$ cat src/common/adc_limit_pkg.sv
// Overview of operation
// - low check active only when bound nonzero
// - high check active only below maximum code
// - summary flags rise when a conversion sets a limit bit
// - low summary clears once all low bits cleared
// - high summary clears once all high bits cleared
// - low request needs low flag and enable
// - high request needs high flag and enable
// - sixteen ready bits, one per slot
// - ready bit set when its conversion finishes
// - reading a result clears its ready bit
// - result below low bound sets low bit
// - result above high bound sets high bit
// - limit bits are sticky across conversions
// - writing one clears a bit, zero keeps
// - undefined summary bits carry no meaning
// - compare raw value, no offset correction
// - bounds reset to their disabled values
package adc_limit_pkg;

   localparam int SLOT_MAX   = 16;
   localparam int SLOT_IDX_W = 4;
   localparam int ADDR_W     = 8;
   localparam int DATA_W     = 32;

   // control region, region bits are addr[7:6]
   localparam logic [7:0] OFF_SUMMARY     = 8'h00;
   localparam logic [7:0] OFF_READY       = 8'h04;
   localparam logic [7:0] OFF_LOW_STAT    = 8'h08;
   localparam logic [7:0] OFF_HIGH_STAT   = 8'h0c;
   localparam logic [7:0] OFF_CONTROL     = 8'h10;
   localparam logic [7:0] OFF_IRQ_STAT    = 8'h14;
   localparam logic [7:0] OFF_IRQ_MASK    = 8'h18;
   localparam logic [7:0] OFF_RESULT_BASE = 8'h40;
   localparam logic [7:0] OFF_LOW_BASE    = 8'h80;
   localparam logic [7:0] OFF_HIGH_BASE   = 8'hc0;

   // summary register fields
   localparam int SUM_LOW_BIT  = 9;
   localparam int SUM_HIGH_BIT = 8;
   // control_one fields
   localparam int CTRL_LOW_EN_BIT  = 1;
   localparam int CTRL_HIGH_EN_BIT = 0;
   // interrupt status and mask fields
   localparam int IRQ_CONV_BIT = 0;
   localparam int IRQ_LOW_BIT  = 1;
   localparam int IRQ_HIGH_BIT = 2;
   localparam int IRQ_W        = 3;

   localparam logic [15:0] LOW_DISABLED     = 16'h0000;
   localparam logic [15:0] HIGH_DISABLED    = 16'h7ff8;
   localparam logic [15:0] LIMIT_FIELD_MASK = 16'h7ff8;
   localparam logic        CTRL_EN_RESET    = 1'b0;

   localparam logic [1:0] RESP_OKAY   = 2'b00;
   localparam logic [1:0] RESP_SLVERR = 2'b10;

endpackage

$ cat src/rtl/adc_limit_ready_status.sv
// Chosen here: the register offsets and the AXI4-Lite register port.
`timescale 1ns/1ps
module adc_limit_ready_status #(
   parameter int SLOTS = adc_limit_pkg::SLOT_MAX
) (
   input  wire logic                                  clk_sys,
   input  wire logic                                  sys_rst,
   input  wire logic [adc_limit_pkg::ADDR_W-1:0]      s_axi_awaddr,
   input  wire logic                                  s_axi_awvalid,
   output logic                                       s_axi_awready,
   input  wire logic [adc_limit_pkg::DATA_W-1:0]      s_axi_wdata,
   input  wire logic [3:0]                            s_axi_wstrb,
   input  wire logic                                  s_axi_wvalid,
   output logic                                       s_axi_wready,
   output logic [1:0]                                 s_axi_bresp,
   output logic                                       s_axi_bvalid,
   input  wire logic                                  s_axi_bready,
   input  wire logic [adc_limit_pkg::ADDR_W-1:0]      s_axi_araddr,
   input  wire logic                                  s_axi_arvalid,
   output logic                                       s_axi_arready,
   output logic [adc_limit_pkg::DATA_W-1:0]           s_axi_rdata,
   output logic [1:0]                                 s_axi_rresp,
   output logic                                       s_axi_rvalid,
   input  wire logic                                  s_axi_rready,
   input  wire logic                                  conv_done,
   input  wire logic [adc_limit_pkg::SLOT_IDX_W-1:0]  conv_slot,
   input  wire logic [15:0]                           conversion_result,
   output logic                                       low_limit_req,
   output logic                                       high_limit_req,
   output logic                                       irq
);
   import adc_limit_pkg::*;

   if (SLOTS < 1 || SLOTS > SLOT_MAX) begin : g_bad_slots
      $error("SLOTS must lie between 1 and 16");
   end

   typedef struct packed {
      logic [SLOTS-1:0][15:0] result;
      logic [SLOTS-1:0][15:0] low_bound_value;
      logic [SLOTS-1:0][15:0] high_bound_value;
      logic [SLOTS-1:0]       ready;
      logic [SLOTS-1:0]       low_limit_hit_bits;
      logic [SLOTS-1:0]       high_limit_hit_bits;
      logic                   low_limit_irq_enable;
      logic                   high_limit_irq_enable;
      logic [IRQ_W-1:0]       irq_stat;
      logic [IRQ_W-1:0]       irq_mask;
      logic                   aw_held;
      logic [ADDR_W-1:0]      aw_addr;
      logic                   w_held;
      logic [DATA_W-1:0]      w_data;
      logic [3:0]             w_strb;
      logic                   bvalid;
      logic [1:0]             bresp;
      logic                   rvalid;
      logic [DATA_W-1:0]      rdata;
      logic [1:0]             rresp;
   } state_s;

   state_s              st_q;
   state_s              st_d;
   logic                aw_fire;
   logic                w_fire;
   logic                ar_fire;
   logic                do_write;
   logic [7:0]          wr_word;
   logic [1:0]          wr_region;
   logic [3:0]          wr_index;
   logic                wr_idx_ok;
   logic                wr_hit;
   logic [15:0]         wr_lanes;
   logic [15:0]         wr_clr16;
   logic [SLOTS-1:0]    low_clr;
   logic [SLOTS-1:0]    high_clr;
   logic [IRQ_W-1:0]    irq_clr;
   logic [7:0]          rd_word_addr;
   logic [1:0]          rd_region;
   logic [3:0]          rd_index;
   logic                rd_idx_ok;
   logic                rd_ok;
   logic [DATA_W-1:0]   rd_word;
   logic                rd_result;
   logic                conv_ok;
   logic [15:0]         conv_raw_field;
   logic                low_chk_on;
   logic                high_chk_on;
   logic                low_ev;
   logic                high_ev;
   logic                low_limit_irq_flag;
   logic                high_limit_irq_flag;
   logic [SLOTS-1:0]    keep_low;
   logic [SLOTS-1:0]    keep_high;

   // bus handshakes: one write and one read in flight
   assign s_axi_awready = !st_q.aw_held && !st_q.bvalid;
   assign s_axi_wready  = !st_q.w_held && !st_q.bvalid;
   assign s_axi_arready = !st_q.rvalid;
   assign aw_fire  = s_axi_awvalid && s_axi_awready;
   assign w_fire   = s_axi_wvalid && s_axi_wready;
   assign ar_fire  = s_axi_arvalid && s_axi_arready;
   assign do_write = st_q.aw_held && st_q.w_held && !st_q.bvalid;

   assign s_axi_bvalid = st_q.bvalid;
   assign s_axi_bresp  = st_q.bresp;
   assign s_axi_rvalid = st_q.rvalid;
   assign s_axi_rdata  = st_q.rdata;
   assign s_axi_rresp  = st_q.rresp;

   // write decode
   assign wr_word   = {st_q.aw_addr[7:2], 2'b00};
   assign wr_region = st_q.aw_addr[7:6];
   assign wr_index  = st_q.aw_addr[5:2];
   assign wr_idx_ok = int'(wr_index) < SLOTS;
   assign wr_lanes  = {{8{st_q.w_strb[1]}}, {8{st_q.w_strb[0]}}};
   assign wr_clr16  = st_q.w_data[15:0] & wr_lanes;

   always_comb begin
      wr_hit = 1'b0;
      if (wr_region == OFF_SUMMARY[7:6]) begin
         case (wr_word)
            OFF_SUMMARY, OFF_READY, OFF_LOW_STAT, OFF_HIGH_STAT,
            OFF_CONTROL, OFF_IRQ_STAT, OFF_IRQ_MASK: wr_hit = 1'b1;
            default: wr_hit = 1'b0;
         endcase
      end else begin
         wr_hit = wr_idx_ok;
      end
   end

   // write-one-to-clear masks, zeros leave bits alone
   assign low_clr  = (do_write && wr_word == OFF_LOW_STAT) ?
                     wr_clr16[SLOTS-1:0] : '0;
   assign high_clr = (do_write && wr_word == OFF_HIGH_STAT) ?
                     wr_clr16[SLOTS-1:0] : '0;
   assign irq_clr  = (do_write && wr_word == OFF_IRQ_STAT) ?
                     wr_clr16[IRQ_W-1:0] : '0;

   // read decode
   assign rd_word_addr = {s_axi_araddr[7:2], 2'b00};
   assign rd_region    = s_axi_araddr[7:6];
   assign rd_index     = s_axi_araddr[5:2];
   assign rd_idx_ok    = int'(rd_index) < SLOTS;
   assign rd_result    = ar_fire && rd_idx_ok &&
                         rd_region == OFF_RESULT_BASE[7:6];

   always_comb begin
      rd_word = '0;
      rd_ok   = 1'b1;
      if (rd_region == OFF_SUMMARY[7:6]) begin
         case (rd_word_addr)
            OFF_SUMMARY: begin
               // undefined positions simply read zero
               rd_word[SUM_LOW_BIT]  = low_limit_irq_flag;
               rd_word[SUM_HIGH_BIT] = high_limit_irq_flag;
            end
            OFF_READY: rd_word[SLOTS-1:0] = st_q.ready;
            OFF_LOW_STAT: rd_word[SLOTS-1:0] = st_q.low_limit_hit_bits;
            OFF_HIGH_STAT: rd_word[SLOTS-1:0] = st_q.high_limit_hit_bits;
            OFF_CONTROL: begin
               rd_word[CTRL_LOW_EN_BIT]  = st_q.low_limit_irq_enable;
               rd_word[CTRL_HIGH_EN_BIT] = st_q.high_limit_irq_enable;
            end
            OFF_IRQ_STAT: rd_word[IRQ_W-1:0] = st_q.irq_stat;
            OFF_IRQ_MASK: rd_word[IRQ_W-1:0] = st_q.irq_mask;
            default: rd_ok = 1'b0;
         endcase
      end else if (!rd_idx_ok) begin
         rd_ok = 1'b0;
      end else if (rd_region == OFF_RESULT_BASE[7:6]) begin
         rd_word[15:0] = st_q.result[rd_index];
      end else if (rd_region == OFF_LOW_BASE[7:6]) begin
         rd_word[15:0] = st_q.low_bound_value[rd_index];
      end else begin
         rd_word[15:0] = st_q.high_bound_value[rd_index];
      end
   end

   // limit checks on the raw sample, no offset applied
   assign conv_ok        = conv_done && int'(conv_slot) < SLOTS;
   assign conv_raw_field = conversion_result & LIMIT_FIELD_MASK;
   assign low_chk_on  =
      st_q.low_bound_value[conv_slot] != LOW_DISABLED;
   assign high_chk_on =
      st_q.high_bound_value[conv_slot] != HIGH_DISABLED;
   assign low_ev  = conv_ok && low_chk_on &&
      conv_raw_field < st_q.low_bound_value[conv_slot];
   assign high_ev = conv_ok && high_chk_on &&
      conv_raw_field > st_q.high_bound_value[conv_slot];

   // summary flags follow the per-slot bits
   assign low_limit_irq_flag  = |st_q.low_limit_hit_bits;
   assign high_limit_irq_flag = |st_q.high_limit_hit_bits;
   assign low_limit_req  =
      low_limit_irq_flag && st_q.low_limit_irq_enable;
   assign high_limit_req =
      high_limit_irq_flag && st_q.high_limit_irq_enable;
   assign irq = |(st_q.irq_stat & st_q.irq_mask);

   always_comb begin
      st_d = st_q;
      if (aw_fire) begin
         st_d.aw_held = 1'b1;
         st_d.aw_addr = s_axi_awaddr;
      end
      if (w_fire) begin
         st_d.w_held = 1'b1;
         st_d.w_data = s_axi_wdata;
         st_d.w_strb = s_axi_wstrb;
      end
      if (st_q.bvalid && s_axi_bready) begin
         st_d.bvalid = 1'b0;
      end
      if (do_write) begin
         st_d.aw_held = 1'b0;
         st_d.w_held  = 1'b0;
         st_d.bvalid  = 1'b1;
         st_d.bresp   = wr_hit ? RESP_OKAY : RESP_SLVERR;
         if (wr_word == OFF_CONTROL) begin
            if (st_q.w_strb[0]) begin
               st_d.low_limit_irq_enable  = st_q.w_data[CTRL_LOW_EN_BIT];
               st_d.high_limit_irq_enable = st_q.w_data[CTRL_HIGH_EN_BIT];
            end
         end
         if (wr_word == OFF_IRQ_MASK && st_q.w_strb[0]) begin
            st_d.irq_mask = st_q.w_data[IRQ_W-1:0];
         end
         if (wr_idx_ok && wr_region == OFF_LOW_BASE[7:6]) begin
            st_d.low_bound_value[wr_index] = LIMIT_FIELD_MASK &
               ((st_q.w_data[15:0] & wr_lanes) |
                (st_q.low_bound_value[wr_index] & ~wr_lanes));
         end
         if (wr_idx_ok && wr_region == OFF_HIGH_BASE[7:6]) begin
            st_d.high_bound_value[wr_index] = LIMIT_FIELD_MASK &
               ((st_q.w_data[15:0] & wr_lanes) |
                (st_q.high_bound_value[wr_index] & ~wr_lanes));
         end
      end
      st_d.low_limit_hit_bits  = st_q.low_limit_hit_bits & ~low_clr;
      st_d.high_limit_hit_bits = st_q.high_limit_hit_bits & ~high_clr;
      st_d.irq_stat            = st_q.irq_stat & ~irq_clr;

      if (st_q.rvalid && s_axi_rready) begin
         st_d.rvalid = 1'b0;
      end
      if (ar_fire) begin
         st_d.rvalid = 1'b1;
         st_d.rdata  = rd_word;
         st_d.rresp  = rd_ok ? RESP_OKAY : RESP_SLVERR;
      end
      if (rd_result) begin
         st_d.ready[rd_index] = 1'b0;
      end

      // conversion sets come last so they win over clears
      if (conv_ok) begin
         st_d.result[conv_slot] = conversion_result;
         st_d.ready[conv_slot]  = 1'b1;
         st_d.irq_stat[IRQ_CONV_BIT] = 1'b1;
         if (low_ev) begin
            st_d.low_limit_hit_bits[conv_slot] = 1'b1;
            st_d.irq_stat[IRQ_LOW_BIT] = 1'b1;
         end
         if (high_ev) begin
            st_d.high_limit_hit_bits[conv_slot] = 1'b1;
            st_d.irq_stat[IRQ_HIGH_BIT] = 1'b1;
         end
      end
   end

   always_ff @(posedge clk_sys) begin
      if (sys_rst) begin
         st_q <= '0;
         st_q.low_bound_value  <= {SLOTS{LOW_DISABLED}};
         st_q.high_bound_value <= {SLOTS{HIGH_DISABLED}};
         st_q.low_limit_irq_enable  <= CTRL_EN_RESET;
         st_q.high_limit_irq_enable <= CTRL_EN_RESET;
      end else begin
         st_q <= st_d;
      end
   end

   // checks
   assign keep_low  = st_q.low_limit_hit_bits & ~low_clr;
   assign keep_high = st_q.high_limit_hit_bits & ~high_clr;
endmodule

$ cat config.mk
export PLATFORM = sky130hd
export DESIGN_NAME = adc_limit_ready_status
export DESIGN_NICKNAME = d
export VERILOG_FILES = /design/src/common/adc_limit_pkg.sv /design/src/rtl/adc_limit_ready_status.sv
export SDC_FILE = /design/constraint.sdc
export NUM_CORES = 2
export LEC_CHECK = 0
export BUFFER_PORTS_ARGS = -buffer_cell sky130_fd_sc_hd__clkbuf_2
export CAP_MARGIN = 15
export CORE_ASPECT_RATIO = 1.5
export CORE_MARGIN = 2
export CORE_UTILIZATION = 57
export DETAILED_ROUTE_END_ITERATION = 16
export PLACE_DENSITY = 0.86
export SYNTH_ARGS = -nofsm -noshare
export SYNTH_HDL_FRONTEND = slang
export SYNTH_SLANG_ARGS = --single-unit
$ cat constraint.sdc
create_clock -name clk_sys -period 4.25 [get_ports clk_sys]
set_clock_uncertainty 0.1 [all_clocks]
set_input_delay 1.0625 -clock clk_sys [delete_from_list [all_inputs] [get_ports clk_sys]]
set_output_delay 1.0625 -clock clk_sys [all_outputs]
set_load 0.1 [all_outputs]
==> impl_results.md <==
- EDFF count, synth: 0
- Buffers on Ports: 83
- Nature of the critical path startpoint: flip-flop
- Slew HR: 0.172
- Post-synthesis cell type count: 63
- Logic gate share of total power: 0.095
- Cell Area, Synth: 0.0388 mm2
- Total number of vias: 34029
- Routed length per instance: roughly 27 um
- Global-route wire length before repair: 195000 um
- Number of DRC markers in iteration 0: around 5200
- Vias/cell: 7.12
- Critical Path AT: 2.59 ns
- VDD IR max: between 400 and 500 uV
- Cts hold-fix bufs: 0
- All-layer global routing usage: 0.367
- Setup TNS Final: 0 ns
- Worst-margin pin slew: 1.24 ns
- FFs w/ async S/R, synth: 0
- Starting Density: 0.573
- Post-synthesis sequential area ratio: 0.383
- Synth warnings: 0
- Clock Sinks: 742
- Largest net degree at the start of global routing: 207
- Clk buf depth: 3
- Reg clk slew, reported paths: 0.06 ns
- Max Freq: 0.267 GHz
- Die footprint: 0.0702 mm2
- Max Slew Vio Count: 0
- Min Clock Period, post-route: 3.75 ns
- Count of final hold-check violations: 0
- Post-synth top flop: dfxtp_1
- Initial antenna violation count: 6
- Clock network power share: 0.429
- Number of setup buffers added after CTS: 0
- Layout overhead on the synthesized area: 9.15%
- Sw frac: 0.262
- Top-count cell post-synth: dfxtp_1
- Syn Inst Count: around 4000
- Layout cells sized above 1: 0.213
- I/O pin total: between 100 and 150
- Ranking of synthesized cells by area: dfxtp_1 (38%), mux4_2 (23%), nand2_1 (6.0%)
- Post-CTS sizing: 0
- Max Cap Viol: 0
- Post-Route WL: around 130000 um
- Worst-Skew Late Latency: approximately 0.65 ns
- Status: completed
- Antenna-violating nets left: 0
- Detailed placer's ending HPWL: about 80000 um
- Seq pwr share: 0.477
- Crit. End Element: output port
- Row cnt: between 100 and 150
- Yosys reg bits: 742
- Worst EP required: just over 3 ns
- Setup Crit Path Kind: flip-flop to output port
- CTS tree: built
- Leading area contributor after synthesis: dfxtp_1
- Setup-failing EPs final: 0
- Root buffer cell: clkbuf_16
- Die W: about 220 um
- Final GP Congestion: 1.00
- RSZ-0062 raised after global routing: false
- DRC: 0
- Leakage: 14.2 nW
- Period Utilization, post-route: 0.883
- Yosys top cell area share: 0.383
- Final nets: around 4000
- DRT Pass-1 Iters: 8
- Hold Path Class: flip-flop to flip-flop
- Number of global-route vias before repair: between 30000 and 40000
- Core area: 0.0676 mm2
- Post-synth top cells: dfxtp_1 (742), nand2_1 (616), nor2_1 (589)
- NetSw: just under 4 mW
- Num CTS Buffers: 69
- Int Power: between 10 and 15 mW
- Die Ht: 323 um
- H-tree Lvls: 3
- Mean post-synth cell area: slightly below 10 um2
- Critical path fanouts, max: 7
- Core Util, Final: 0.626
- Power per cell area: 354 mW/mm2
- Gr ovfl total: 0
## layer usage
metal	track usage	up-vias	routed length [um]
li1	-	14056	-
met1	0.395	16218	39300
met2	0.579	2825	59200
met3	0.117	926	17500
met4	0.330	4	13500
met5	0	-	26
## placed cells by master (no fill, tap or decap), types with 57 or more instances in the layout
cell       synthesis  routed
a211o_1          192     192
a211oi_1          62      62
a21oi_1          448     448
buf_4             51     151
clkbuf_16          0      72
clkbuf_2           0      76
dfxtp_1          742     736
mux4_2           402     402
nand2_1          616     616
nor2_1           589     587
o21ai_0           57      57
## metrics by stage
stage | power (mW) | instances | cell area, um2 | setup WS, ns | hold slack (ns)
floorplan | 8.26 | 3931 | 38800 | 0.172 | 0.333
global placement | 8.63 | 4656 | 40000 | 0.0456 | 0.338
detailed placement | 8.66 | 4656 | 40000 | -0.0176 | 0.346
CTS | 14.9 | 4778 | 42300 | 0.599 | 0.354
global route | 15.3 | 4779 | 42300 | 0.420 | 0.369
finish | 15.0 | 4781 | 42300 | 0.499 | 0.352
## registers in the layout (all words and copies together) (netlist names)
register      count
s_axi_bresp       1
s_axi_rdata      16
s_axi_bvalid      1
st_q            722
s_axi_rresp       1
s_axi_rvalid      1
## final timing paths
path / from / endpoint / slack (ns) / cells after the start
worst max-delay path: s_axi_bvalid / s_axi_wready / 0.50 / 2
worst min-delay path: st_q[876] / st_q[876] / 0.35 / 2
worst max register to register: st_q[77] / st_q[371] / 0.83 / 6
worst min register to register: st_q[876] / st_q[876] / 0.35 / 2
## power by group through the flow
stage | clock, mW | combinational [mW] | sequential (mW)
after floorplan | 0 | 1.04 | 7.22
final | 6.43 | 1.42 | 7.15
after CTS | 6.41 | 1.37 | 7.13
after detailed placement | 0 | 1.36 | 7.29
after global placement | 0 | 1.35 | 7.29
after global routing | 6.68 | 1.47 | 7.15
## cells by family after synthesis
kind of cell | count (synthesis) | synth area share
buf+inv | 435 | 0.0522
mux | 479 | 0.270
flops | 742 | 0.383
simple gates | 1359 | 0.141
other cells | 1 | 0.0000967
fa+ha+maj | 23 | 0.00742
compound gates | 875 | 0.146
## critical path, cell delays in order (launching register included)
cell and delay [ns]:
dfxtp_1 0.41, nor2_1 0.90, clkbuf_2 0.62
## cell type report
type / count / area, um2
Clock buffer: 110 / 2120
Inverter: 17 / 63.8
Fill cell: 4841 / 25300
Antenna cell: 2 / 5.00
Multi-Input combinational cell: 2754 / 22000
Sequential cell: 742 / 14900
Timing Repair Buffer: 252 / 1980
Tap cell: 892 / 1120
Clock inverter: 12 / 168
No activity file was read; power rests on OpenSTA's default activity.
